## src/rtl/tmcc_pkg.sv

```systemverilog
// Shared constants and types of the channel mode and compare control block.
package tmcc_pkg;

  // ----------------------------------------------------------------
  // Register map
  // ----------------------------------------------------------------
  localparam logic [11:0] OFS_CHAN_MODE = 12'h018;
  localparam logic [11:0] OFS_CHAN_EN   = 12'h020;
  localparam logic [11:0] OFS_CV0       = 12'h034;
  localparam logic [11:0] OFS_CV1       = 12'h038;
  localparam logic [31:0] RST_ZERO      = 32'h0000_0000;
  localparam logic [31:0] CHAN_MODE_MSK = 32'h0000_7f7f;
  localparam logic [31:0] CHAN_EN_MSK   = 32'h0000_00bb;

  // ----------------------------------------------------------------
  // Field positions
  // ----------------------------------------------------------------
  localparam int CH0_DIR_LSB  = 0;
  localparam int CH0_FAST_BIT = 2;
  localparam int CH0_DIV_LSB  = 2;
  localparam int CH0_PRE_BIT  = 3;
  localparam int CH0_CMP_LSB  = 4;
  localparam int CH0_FLT_LSB  = 4;
  localparam int CH1_DIR_LSB  = 8;
  localparam int CH1_FAST_BIT = 10;
  localparam int CH1_DIV_LSB  = 10;
  localparam int CH1_PRE_BIT  = 11;
  localparam int CH1_CMP_LSB  = 12;
  localparam int CH1_FLT_LSB  = 12;
  localparam int EN0_BIT      = 0;
  localparam int POL0_BIT     = 1;
  localparam int NPOL0_BIT    = 3;
  localparam int EN1_BIT      = 4;
  localparam int POL1_BIT     = 5;
  localparam int NPOL1_BIT    = 7;

  // ----------------------------------------------------------------
  // Bus encodings
  // ----------------------------------------------------------------
  localparam logic [2:0] HSIZE_WORD = 3'b010;
  localparam logic       HRESP_OKAY = 1'b0;

  // ----------------------------------------------------------------
  // Modes and states
  // ----------------------------------------------------------------
  typedef enum logic [1:0] {
    DIR_OUT      = 2'b00,
    DIR_IN_OWN   = 2'b01,
    DIR_IN_CROSS = 2'b10,
    DIR_IN_TRIG  = 2'b11
  } tmcc_dir_t;

  typedef enum logic [2:0] {
    CMP_TIMING   = 3'b000,
    CMP_SET      = 3'b001,
    CMP_CLR      = 3'b010,
    CMP_TOGGLE   = 3'b011,
    CMP_FORCE_LO = 3'b100,
    CMP_FORCE_HI = 3'b101,
    CMP_PWM0     = 3'b110,
    CMP_PWM1     = 3'b111
  } tmcc_cmp_t;

  typedef enum logic [1:0] {
    BUS_IDLE     = 2'b00,
    BUS_WRITE    = 2'b01,
    BUS_READ     = 2'b10,
    BUS_READ_OUT = 2'b11
  } tmcc_bus_t;

endpackage : tmcc_pkg

```

## src/rtl/tmcc_top.sv

```systemverilog
// Channel mode and compare control with its AHB-Lite register slave.
//
// Behaviour
// - The mode control register resets to all zeros: outputs, timing mode.
// - A channel's mode field is written only while that channel is disabled.
// - Channel 0 mode: output, own input, channel 1 input, internal trigger.
// - Channel 1 mode: output, own input, channel 0 input, internal trigger.
// - Compare field drives an active-high prepared output; pins follow polarity.
// - Timing mode keeps the prepared output steady.
// - On match: set, clear or toggle the prepared output.
// - Force low and force high hold the prepared output regardless of counter.
// - First PWM mode: high below compare counting up, low above counting down.
// - Second PWM mode is the inverse of the first.
// - PWM output changes only on comparison change or entry from timing.
// - Shadow enable sends compare writes to a copy loaded at update.
// - Fast enable in PWM makes a trigger edge act as a match.
// - Channel 1 has the same compare, shadow and fast fields higher up.
// - In input mode the bits read as capture filter and divider.
// - Channel enable bits sit in a separate register and lock the mode.
module tmcc_top
  import tmcc_pkg::*;
#(
  parameter int CNT_W = 16
)
(
  // Clock and reset
  input  wire logic             clk,
  input  wire logic             srst,
  // AHB-Lite slave
  input  wire logic             hsel,
  input  wire logic [11:0]      haddr,
  input  wire logic [1:0]       htrans,
  input  wire logic             hwrite,
  input  wire logic [2:0]       hsize,
  input  wire logic [31:0]      hwdata,
  input  wire logic             hready,
  output logic [31:0]           hrdata,
  output logic                  hreadyout,
  output logic                  hresp,
  // Timer counter side
  input  wire logic [CNT_W-1:0] counter_value,
  input  wire logic             count_en,
  input  wire logic             count_down,
  input  wire logic             update_evt,
  input  wire logic             trigger_edge,
  // Channel input sources
  input  wire logic             filtered_in0_to_chan0,
  input  wire logic             filtered_in1_to_chan0,
  input  wire logic             filtered_in1_to_chan1,
  input  wire logic             filtered_in0_to_chan1,
  input  wire logic             internal_trigger_sel,
  // Channel 0 results
  output logic                  chan0_prepared_out,
  output logic                  chan0_out_pin,
  output logic                  chan0_comp_out_pin,
  output logic                  chan0_input_sel,
  output logic [3:0]            chan0_capture_filter,
  output logic [1:0]            chan0_capture_divider,
  // Channel 1 results
  output logic                  chan1_prepared_out,
  output logic                  chan1_out_pin,
  output logic                  chan1_comp_out_pin,
  output logic                  chan1_input_sel,
  output logic [3:0]            chan1_capture_filter,
  output logic [1:0]            chan1_capture_divider
);

  // ----------------------------------------------------------------
  // State
  // ----------------------------------------------------------------
  typedef struct packed {
    logic [31:0] mode_reg;
    logic [31:0] en_reg;
    tmcc_bus_t   bus;
    logic [11:0] addr;
    logic [31:0] rdata;
  } tmcc_top_st_t;

  tmcc_top_st_t     q;
  tmcc_top_st_t     d;
  logic             addr_take;
  logic             wr_word;
  logic [31:0]      wr_val;
  logic [31:0]      rd_mux;
  logic             cv0_wr;
  logic             cv1_wr;
  logic [CNT_W-1:0] cv0_act;
  logic [CNT_W-1:0] cv0_shd;
  logic [CNT_W-1:0] cv1_act;
  logic [CNT_W-1:0] cv1_shd;
  logic [1:0]       dir0;
  logic [1:0]       dir1;

  assign dir0 = q.mode_reg[CH0_DIR_LSB +: 2];
  assign dir1 = q.mode_reg[CH1_DIR_LSB +: 2];

  // ----------------------------------------------------------------
  // Read multiplexer
  // ----------------------------------------------------------------
  always_comb
  begin
    case (q.addr)
      OFS_CHAN_MODE: rd_mux = q.mode_reg;
      OFS_CHAN_EN:   rd_mux = q.en_reg;
      OFS_CV0:       rd_mux = 32'(cv0_shd);
      OFS_CV1:       rd_mux = 32'(cv1_shd);
      default:       rd_mux = RST_ZERO;
    endcase
  end

  // ----------------------------------------------------------------
  // Bus slave and registers
  // ----------------------------------------------------------------
  always_comb
  begin
    d         = q;
    addr_take = hsel && htrans[1] && hready;
    wr_word   = (q.bus == BUS_WRITE);
    wr_val    = hwdata;
    cv0_wr    = wr_word && (q.addr == OFS_CV0);
    cv1_wr    = wr_word && (q.addr == OFS_CV1);
    if (wr_word && (q.addr == OFS_CHAN_MODE))
    begin
      wr_val = hwdata & CHAN_MODE_MSK;
      if (q.en_reg[EN0_BIT])
      begin
        wr_val[CH0_DIR_LSB +: 2] = dir0;
      end
      if (q.en_reg[EN1_BIT])
      begin
        wr_val[CH1_DIR_LSB +: 2] = dir1;
      end
      d.mode_reg = wr_val;
    end
    if (wr_word && (q.addr == OFS_CHAN_EN))
    begin
      d.en_reg = hwdata & CHAN_EN_MSK;
    end
    case (q.bus)
      BUS_READ:
      begin
        d.rdata = rd_mux;
        d.bus   = BUS_READ_OUT;
      end
      BUS_IDLE, BUS_WRITE, BUS_READ_OUT:
      begin
        d.bus = BUS_IDLE;
        if (addr_take)
        begin
          d.addr = haddr;
          if (hwrite && (hsize == HSIZE_WORD))
          begin
            d.bus = BUS_WRITE;
          end
          else if (!hwrite)
          begin
            d.bus = BUS_READ;
          end
        end
      end
      default: d.bus = BUS_IDLE;
    endcase
  end

  always_ff @(posedge clk)
  begin
    if (srst)
    begin
      q.mode_reg <= RST_ZERO;
      q.en_reg   <= RST_ZERO;
      q.bus      <= BUS_IDLE;
      q.addr     <= 12'h000;
      q.rdata    <= RST_ZERO;
    end
    else
    begin
      q <= d;
    end
  end

  assign hrdata    = q.rdata;
  assign hreadyout = (q.bus != BUS_READ);
  assign hresp     = HRESP_OKAY;

  // ----------------------------------------------------------------
  // Input mode views
  // ----------------------------------------------------------------
  assign chan0_capture_filter  = q.mode_reg[CH0_FLT_LSB +: 4];
  assign chan0_capture_divider = q.mode_reg[CH0_DIV_LSB +: 2];
  assign chan1_capture_filter  = q.mode_reg[CH1_FLT_LSB +: 4];
  assign chan1_capture_divider = q.mode_reg[CH1_DIV_LSB +: 2];

  // ----------------------------------------------------------------
  // Channels
  // ----------------------------------------------------------------
  tmcc_chan #(
    .CNT_W (CNT_W)
  ) u_chan0 (
    .clk           (clk),
    .srst          (srst),
    .dir_sel       (dir0),
    .cmp_sel       (q.mode_reg[CH0_CMP_LSB +: 3]),
    .preload_on    (q.mode_reg[CH0_PRE_BIT]),
    .fast_on       (q.mode_reg[CH0_FAST_BIT]),
    .chan_enable   (q.en_reg[EN0_BIT]),
    .polarity      (q.en_reg[POL0_BIT]),
    .comp_polarity (q.en_reg[NPOL0_BIT]),
    .cv_wr         (cv0_wr),
    .cv_wdata      (hwdata[CNT_W-1:0]),
    .counter       (counter_value),
    .count_en      (count_en),
    .count_down    (count_down),
    .update_evt    (update_evt),
    .trig_edge     (trigger_edge),
    .own_in        (filtered_in0_to_chan0),
    .cross_in      (filtered_in1_to_chan0),
    .trig_in       (internal_trigger_sel),
    .cv_active     (cv0_act),
    .cv_shadow     (cv0_shd),
    .prepared_out  (chan0_prepared_out),
    .out_pin       (chan0_out_pin),
    .comp_out_pin  (chan0_comp_out_pin),
    .input_sel     (chan0_input_sel)
  );

  tmcc_chan #(
    .CNT_W (CNT_W)
  ) u_chan1 (
    .clk           (clk),
    .srst          (srst),
    .dir_sel       (dir1),
    .cmp_sel       (q.mode_reg[CH1_CMP_LSB +: 3]),
    .preload_on    (q.mode_reg[CH1_PRE_BIT]),
    .fast_on       (q.mode_reg[CH1_FAST_BIT]),
    .chan_enable   (q.en_reg[EN1_BIT]),
    .polarity      (q.en_reg[POL1_BIT]),
    .comp_polarity (q.en_reg[NPOL1_BIT]),
    .cv_wr         (cv1_wr),
    .cv_wdata      (hwdata[CNT_W-1:0]),
    .counter       (counter_value),
    .count_en      (count_en),
    .count_down    (count_down),
    .update_evt    (update_evt),
    .trig_edge     (trigger_edge),
    .own_in        (filtered_in1_to_chan1),
    .cross_in      (filtered_in0_to_chan1),
    .trig_in       (internal_trigger_sel),
    .cv_active     (cv1_act),
    .cv_shadow     (cv1_shd),
    .prepared_out  (chan1_prepared_out),
    .out_pin       (chan1_out_pin),
    .comp_out_pin  (chan1_comp_out_pin),
    .input_sel     (chan1_input_sel)
  );
endmodule : tmcc_top

```

## src/rtl/tmcc_chan.sv

```systemverilog
// One capture/compare channel: compare value shadowing, prepared output and pins.
module tmcc_chan
  import tmcc_pkg::*;
#(
  parameter int CNT_W = 16
)
(
  // Clock and reset
  input  wire logic             clk,
  input  wire logic             srst,
  // Configuration
  input  wire logic [1:0]       dir_sel,
  input  wire logic [2:0]       cmp_sel,
  input  wire logic             preload_on,
  input  wire logic             fast_on,
  input  wire logic             chan_enable,
  input  wire logic             polarity,
  input  wire logic             comp_polarity,
  // Compare value write
  input  wire logic             cv_wr,
  input  wire logic [CNT_W-1:0] cv_wdata,
  // Counter side
  input  wire logic [CNT_W-1:0] counter,
  input  wire logic             count_en,
  input  wire logic             count_down,
  input  wire logic             update_evt,
  input  wire logic             trig_edge,
  // Input sources
  input  wire logic             own_in,
  input  wire logic             cross_in,
  input  wire logic             trig_in,
  // Results
  output logic [CNT_W-1:0]      cv_active,
  output logic [CNT_W-1:0]      cv_shadow,
  output logic                  prepared_out,
  output logic                  out_pin,
  output logic                  comp_out_pin,
  output logic                  input_sel
);

  typedef struct packed {
    logic [CNT_W-1:0] cv_act;
    logic [CNT_W-1:0] cv_shd;
    logic             prep;
    logic             lvl;
    logic [2:0]       mode;
    logic             pin;
    logic             cpin;
    logic             isel;
  } tmcc_chan_st_t;

  tmcc_chan_st_t q;
  tmcc_chan_st_t d;
  logic          match;
  logic          is_out;
  logic          pwm_lvl;
  logic          fast_lvl;

  // ----------------------------------------------------------------
  // Next state
  // ----------------------------------------------------------------
  always_comb
  begin
    d        = q;
    is_out   = (dir_sel == DIR_OUT);
    match    = count_en && (counter == q.cv_act);
    pwm_lvl  = count_down ? !(counter > q.cv_act) : (counter < q.cv_act);
    if (cmp_sel == CMP_PWM1)
    begin
      pwm_lvl = !pwm_lvl;
    end
    fast_lvl = (cmp_sel == CMP_PWM1) ^ count_down;
    if (cv_wr)
    begin
      d.cv_shd = cv_wdata;
      if (!preload_on)
      begin
        d.cv_act = cv_wdata;
      end
    end
    if (update_evt && preload_on)
    begin
      d.cv_act = q.cv_shd;
    end
    if (count_en)
    begin
      d.lvl = pwm_lvl;
    end
    d.mode = cmp_sel;
    if (is_out)
    begin
      case (cmp_sel)
        CMP_TIMING:   d.prep = q.prep;
        CMP_SET:      if (match) d.prep = 1'b1;
        CMP_CLR:      if (match) d.prep = 1'b0;
        CMP_TOGGLE:   if (match) d.prep = !q.prep;
        CMP_FORCE_LO: d.prep = 1'b0;
        CMP_FORCE_HI: d.prep = 1'b1;
        default:
        begin
          if (q.mode == CMP_TIMING)
          begin
            d.prep = pwm_lvl;
          end
          else if (count_en && (pwm_lvl != q.lvl))
          begin
            d.prep = pwm_lvl;
          end
          if (fast_on && trig_edge)
          begin
            d.prep = fast_lvl;
          end
        end
      endcase
    end
    d.pin  = chan_enable && is_out && (d.prep ^ polarity);
    d.cpin = chan_enable && is_out && (!d.prep ^ comp_polarity);
    case (dir_sel)
      DIR_IN_OWN:   d.isel = own_in;
      DIR_IN_CROSS: d.isel = cross_in;
      DIR_IN_TRIG:  d.isel = trig_in;
      default:      d.isel = 1'b0;
    endcase
  end

  always_ff @(posedge clk)
  begin
    if (srst)
    begin
      q <= '0;
    end
    else
    begin
      q <= d;
    end
  end

  assign cv_active    = q.cv_act;
  assign cv_shadow    = q.cv_shd;
  assign prepared_out = q.prep;
  assign out_pin      = q.pin;
  assign comp_out_pin = q.cpin;
  assign input_sel    = q.isel;
endmodule : tmcc_chan

```

## config.mk

```make
export PLATFORM = sky130hd
export DESIGN_NAME = tmcc_top
export DESIGN_NICKNAME = d
export VERILOG_FILES = /design/src/rtl/tmcc_pkg.sv /design/src/rtl/tmcc_top.sv /design/src/rtl/tmcc_chan.sv
export SDC_FILE = /design/constraint.sdc
export NUM_CORES = 1
export LEC_CHECK = 0
export BUFFER_PORTS_ARGS = -buffer_cell sky130_fd_sc_hd__buf_4
export CAP_MARGIN = 15
export CELL_PAD_IN_SITES_DETAIL_PLACEMENT = 0
export CELL_PAD_IN_SITES_GLOBAL_PLACEMENT = 1
export CORE_ASPECT_RATIO = 0.9
export CORE_MARGIN = 10
export CORE_UTILIZATION = 41
export CTS_BUF_LIST = sky130_fd_sc_hd__clkbuf_16
export CTS_CLUSTER_DIAMETER = 30
export DETAILED_ROUTE_END_ITERATION = 7
export HOLD_SLACK_MARGIN = 0.12
export PLACE_DENSITY_LB_ADDON = 0.1
export SLEW_MARGIN = 20
export SYNTH_ARGS = -nofsm -noshare
export SYNTH_HDL_FRONTEND = slang
export SYNTH_SLANG_ARGS = --single-unit
```

## constraint.sdc

```tcl
create_clock -name clk -period 4.6 [get_ports clk]
set_input_delay 0.92 -clock clk [delete_from_list [all_inputs] [get_ports clk]]
set_output_delay 0.92 -clock clk [all_outputs]
set_load 0.02 [all_outputs]
```

After elaboration in Yosys (flattened, before gate mapping)
Index checks and enable logic that the tools add are counted.
W data, S select, Z words.
{"block": "op_classes", "n_mul": 0, "n_addsub": 0, "n_div": 0, "bitwise_logic": 8, "magnitude_cmp": 4, "n_shift": 0, "eq_ne": 33, "n_reduce_logical": 44, "n_mux": 33}
{"operator": "$mux W16", "n": 4}
{"operator": "$mux W32", "n": 2}
{"operator": "$pmux W16 S4", "n": 1}
{"operator": "$eq A12 B6 Y1 const B", "n": 3}
{"operator": "$eq A16 B16 Y1", "n": 2}
{"operator": "$gt A16 B16 Y1", "n": 2}
{"operator": "$lt A16 B16 Y1", "n": 2}
{"operator": "$logic_and A1 B1 Y1", "n": 21}
{"operator": "$eq A3 B3 Y1 const B", "n": 6}
{"operator": "$mux W1", "n": 18}
{"operator": "$eq A3 B2 Y1 const B", "n": 5}
{"operator": "$mux W14", "n": 1}
{"operator": "$eq A12 B5 Y1 const B", "n": 1}
{"operator": "$eq A2 B2 Y1 const B", "n": 6}
{"operator": "$logic_not A3 Y1", "n": 4}
{"operator": "$pmux W1 S6", "n": 2}
{"operator": "$reduce_and A2 Y1", "n": 5}
{"operator": "$logic_not A1 Y1", "n": 8}
{"operator": "$eq A2 B1 Y1 const B", "n": 3}
{"operator": "$eq A3 B1 Y1 const B", "n": 2}
{"operator": "$logic_not A2 Y1", "n": 3}
{"operator": "$pmux W1 S3", "n": 2}
{"operator": "$xor A1 B1 Y1", "n": 6}
{"operator": "$mux W2", "n": 2}
{"operator": "7 further kinds", "n": 11}
{"block": "word_totals", "rom_bits": 0, "ram_bits": 0, "latchBits": 0, "n_memories": 0, "reg_bits": 146, "wordCells": 145}

Logic depth before layout (Yosys ltp)
{"block": "depth", "word_depth": 15, "depth_mapped": 13, "mapped_depth_nobuf": 13}

Modules after synthesis
From an unflattened synthesis, not the netlist that was laid out.
{"block": "hier_totals", "hier_cells": 872, "hier_area_um2": 7448.4}
{"mod": "tmcc_chan", "n_inst": 2, "area_per_inst_um2": 2392.3, "cells_per_inst": 278}
{"mod": "tmcc_top", "n_inst": 1, "area_per_inst_um2": 2663.8, "cells_per_inst": 316}

Worst setup path after synthesis
No wires, ideal clock.
{"block": "synth_timing", "path_kind": "input port to flip-flop", "from": "input port counter_value[15]", "to": "register u_chan1.q (netlist bit u_chan1.out_pin)", "setup_time_ns": 0.070, "stages": 12, "path_buffers": 0, "slack_ns": 1.060, "t_arrival_ns": 3.470, "required_time_ns": 4.530, "cell_sequence": "ha_1 -> nand4_1 -> nor4_1 -> nand2_1 -> ha_1 -> mux2i_1 -> o41a_1 -> o41ai_2 -> a21oi_2 -> a311o_1 -> or3_1 -> a21oi_1"}
{"block": "synth_via", "elab_chain_len": 14, "elab_cells_between_ends": 20}
{"item": "start, declared", "line_no": "tmcc_top.sv:41", "source": "input wire logic [CNT_W-1:0] counter_value,"}
{"item": "$gt A16 B16 Y1", "line_no": "tmcc_chan.sv:67", "source": "pwm_lvl = count_down ? !(counter > q.cv_act) : (counter < q.cv_act);"}
{"item": "$logic_not A1 Y1", "line_no": "tmcc_chan.sv:67"}
{"item": "$mux W1", "line_no": "tmcc_chan.sv:67"}
{"item": "$logic_not A1 Y1", "line_no": "tmcc_chan.sv:70", "source": "pwm_lvl = !pwm_lvl;"}
{"item": "$mux W1", "line_no": "tmcc_chan.sv:68", "source": "if (cmp_sel == CMP_PWM1)"}
{"item": "$ne A1 B1 Y1", "line_no": "tmcc_chan.sv:105", "source": "else if (count_en && (pwm_lvl != q.lvl))"}
{"item": "$logic_and A1 B1 Y1", "line_no": "tmcc_chan.sv:105"}
{"item": "$mux W1", "line_no": "tmcc_chan.sv:105"}
{"item": "$mux W1", "line_no": "tmcc_chan.sv:101", "source": "if (q.mode == CMP_TIMING)"}
{"item": "$mux W1", "line_no": "tmcc_chan.sv:109", "source": "if (fast_on && trig_edge)"}
{"item": "$pmux W1 S6 (*)", "line_no": "tmcc_chan.sv:92", "source": "case (cmp_sel)"}
{"item": "$mux W1 (*)", "line_no": "tmcc_chan.sv:90", "source": "if (is_out)"}
{"item": "$xor A1 B1 Y1 (*)", "line_no": "tmcc_chan.sv:116", "source": "d.pin = chan_enable && is_out && (d.prep ^ polarity);"}
{"item": "$logic_and A1 B1 Y1 (*)", "line_no": "tmcc_chan.sv:116"}
{"item": "end signal, assigned", "line_no": "tmcc_chan.sv:130", "source": "q <= '0;"}
{"item": "end signal, assigned", "line_no": "tmcc_chan.sv:134", "source": "q <= d;"}
{"item": "end, declared", "line_no": "tmcc_chan.sv:52", "source": "tmcc_chan_st_t q;"}
Every way passes the cells marked *; elsewhere a longest branch is shown, timed or not.
A chain may end at the register's enable or synchronous reset.

Worst setup path after layout
{"block": "layout_timing", "from": "input port counter_value[9]", "to": "register u_chan1.q (netlist bit u_chan1.out_pin)"}
The elaborated chain is that of the path after synthesis.

==> summary.txt <==
Run status: finished, final reports clean
Most common library cell in the layout ignoring fill and taps: sky130_fd_sc_hd__nand2_1
Sequential area share after synthesis: 37.6%
Synthesis-stage register bit count: 130
CTS Buf Count: 17
Top achievable clock speed: 275 MHz
Final antenna diode count: 0
Final cell area excluding filler cells: 8110 um2
Switching power: 622 uW
Combinational group share of total power: 7.3%
Post-synthesis cell type count: 61
Remaining global-route overflow: 0
Actual slew at the worst max-slew pin: 1.09 ns
Total power divided by cell area: 337 nW/um2
Worst setup slack for register-to-register paths: 1.17 ns
Hold buffer count at cts: 0
Reg power frac: 41.9%
Detailed-route via count: 6,295
Tightest slew margin relative to the limit: 27.6%
Ys async rst share: 0%
Final Cycle Share: 78.9%
Max-cap check violation count: 0
Worst hold path type: register to register
Aggregate global-route resource usage: 18.8%
TNS Setup: 0 ns
Pin count of the biggest net entering global routing: 99
Arr. time, crit path: 3.98 ns
Final critical delay including setup and external delays: 3.63 ns
Largest voltage drop on the vdd net: 0.240 mV
Post-Synthesis Cell Area: 6930 um2
IO Count: 133
Final RePlAce weighted congestion: 0.860
Clock Power Share: 50.8%
Static power due to leakage: 3.19 nW
Antenna viol nets, final: 0
# resized after CTS: 0
Final Setup Violations: 0
Die Outline Area: 22,500 um2
Worst-path maximum fanout: 5
Number of global-route vias before repair: 6,229
CP required: 4.95 ns
Final Net Count: 1,030
Max-slew violation count: 0
Initial drt markers: 296
Leading register cell type out of synthesis: sky130_fd_sc_hd__dfxtp_1
Fin Clk Skew: 0.00590 ns
Leading post-synthesis cells by cell area: sky130_fd_sc_hd__dfxtp_1 (38%), sky130_fd_sc_hd__nand2_1 (8.7%), sky130_fd_sc_hd__ha_1 (6.5%)
Width of the chip: 157 um
Total internal power: 2.11 mW
Critical Path Sink: u_chan1.out_pin
Post-detailed-route DRC marker count: 0
Initial core utilization: 41.4%
Most frequent cells in the layout: sky130_fd_sc_hd__nand2_1 (160), sky130_fd_sc_hd__dfxtp_1 (130), sky130_fd_sc_hd__buf_4 (104), sky130_fd_sc_hd__a21oi_1 (84), sky130_fd_sc_hd__nor2_1 (72)
Number of synthesized flops with an enable pin: 0
Instance area after placement: 7510 um2
Clock network latency to the later pin of the worst-skew pair: 0.42 ns
Critical R2R Capture: u_chan1.out_pin
Element type at the critical path start: input port
Mean routed wirelength per cell: 19.0 um
Clock tree root driver cell: sky130_fd_sc_hd__clkbuf_16
First-pass GRT wire length: 33.0 mm
Beginning of the critical path: counter_value[9]
Setup Buffers After CTS: 0
Y dimension of the die: 143 um
IO Port Bufs: 96
Switching fraction of total power: 22.8%
Setup repair after global routing missed its margin: no
Number of cells produced by synthesis: 868
Library cell with the largest summed area after synthesis: sky130_fd_sc_hd__dfxtp_1
First drt pass iteration count: 5
Average cell area after synthesis: 7.98 um2
Count of final hold-check violations: 0
CP max-delay cell: sky130_fd_sc_hd__o41a_1
Clock sinks: 130
Ys Warns: 0
Worst r2r src: u_chan1.cv_active[15]
Row cnt: 45
Critical-path cell list: buf_4, ha_1, nand4_1, nor4_1, buf_4, nand2_1, ha_1, mux2i_1, o41a_1, o41ai_2, a21oi_2, a311o_1, or3_1, a21oi_1
Clock Pin Slew Worst Setup and Hold Paths: 0.05 ns
H-tree lvl count: 4
Half-perimeter wire length after detailed placement: 16.1 mm
Core area: 16,700 um2
Fraction of final layout cells sized beyond drive strength 1: 17.6%
Kind of end point of the critical path: register
Area fraction of the dominant cell type after synthesis: 37.6%
Clock tree from TritonCTS: done
Category of the critical setup timing path: input port to register
Total wirelength of the detailed-routed design: 21.6 mm
Vias per cell: 5.53
Clock Path Buffers: 2
Initial antenna violation count: 0
Layout area overhead: 17.0%
Register-to-Register Path Depth: 14
Slowest cell delay on critical path: 0.42 ns
worst min path at each step:
| stage | startpoint | end | slack (ns) | depth (start not counted) |
|---|---|---|---|---|
| floorplan | q[39] | q[39] | 0.44 | 2 |
| global placement | q[43] | q[43] | 0.45 | 2 |
| detailed placement | q[32] | q[32] | 0.45 | 2 |
| CTS | q[38] | q[38] | 0.46 | 2 |
| global route | u_chan1.cv_shadow[8] | u_chan1.cv_shadow[8] | 0.48 | 2 |
| finish | q[39] | q[39] | 0.46 | 2 |
cell usage after synthesis (all sizes together), types with 9 or more instances:
cell type and count:
buf 55, nand4 10, a221oi 9, mux2 9, inv 42, a21oi 85, a22oi 15, a21o 18
o221a 15, nand2 161, nor2b 10, nand3 12, nor3 19, clkbuf 39, dfxtp 130, o21ai 25
mux2i 28, a31oi 19, ha 36, nor2 72
cells by family (layout without fill, tap and decap cells):
group | count (synthesis) | count (layout) | share of synthesized area, %
buffers and inverters | 136 | 178 | 10.1
muxes | 37 | 37 | 5.51
xor gates and xnor gates | 3 | 3 | 0.379
other | 1 | 19 | 0.0541
adders and majority gates | 36 | 36 | 6.50
AOI/OAI and AO/OA | 209 | 209 | 19.9
DFF | 130 | 130 | 37.6
and+or+nand+nor | 316 | 316 | 20.0
flip-flops by register name (all words and copies together), names as in the netlist, 4 cells and up:
| signal | count |
|---|---|
| hrdata | 16 |
| u_chan1.q | 4 |
| u_chan0.q | 4 |
| q | 20 |
| u_chan1.cv_shadow | 16 |
| u_chan1.cv_active | 16 |
| u_chan0.cv_active | 16 |
| u_chan0.cv_shadow | 16 |
power by group through the flow:
stage | registers (mW) | logic, mW | clock network, mW
finish | 1.14 | 0.199 | 1.39
global route | 1.14 | 0.219 | 1.46
CTS | 1.14 | 0.200 | 1.41
detailed placement | 1.17 | 0.199 | 0
global placement | 1.17 | 0.194 | 0
floorplan | 1.16 | 0.127 | 0
layout make-up:
| cell class | instances | area (um2) |
|---|---|---|
| Tap cell | 211 | 264 |
| Clock inverter | 15 | 174 |
| Fill cell | 1643 | 8620 |
| Timing Repair Buffer | 104 | 781 |
| Clock buffer | 17 | 425 |
| Multi-Input combinational cell | 620 | 3700 |
| Sequential cell | 130 | 2600 |
| Inverter | 42 | 158 |
per-stage QoR:
step / setup slack, ns / total power, mW / util [%] / hold slack [ns] / instances
finish: 0.969 / 2.73 / 48.5 / 0.457 / 1139
global placement: 0.630 / 1.36 / 44.9 / 0.446 / 1107
CTS: 0.981 / 2.75 / 48.5 / 0.461 / 1139
floorplan: 1.06 / 1.29 / - / 0.436 / 886
detailed placement: 0.546 / 1.37 / 44.9 / 0.452 / 1107
global route: 0.754 / 2.82 / 48.5 / 0.482 / 1139
metal layers:
metal | track usage, % | wire length, um | up-vias
met3 | 4.63 | 1120 | 26
li1 | - | - | 3062
met1 | 23.0 | 9430 | 3045
met2 | 32.0 | 10700 | 162
met4 | 5.75 | 410 | 0
met5 | 0 | 0 | -
worst max-delay path: cells and delay by family:
family / cells / cell delay [ns]
AOI/OAI and AO/OA: 5 / 1.07
and+or+nand+nor: 4 / 0.97
adders and majority gates: 2 / 0.58
buffers and inverters: 2 / 0.31
muxes: 1 / 0.12
No activity file was read; power rests on OpenSTA's default activity.
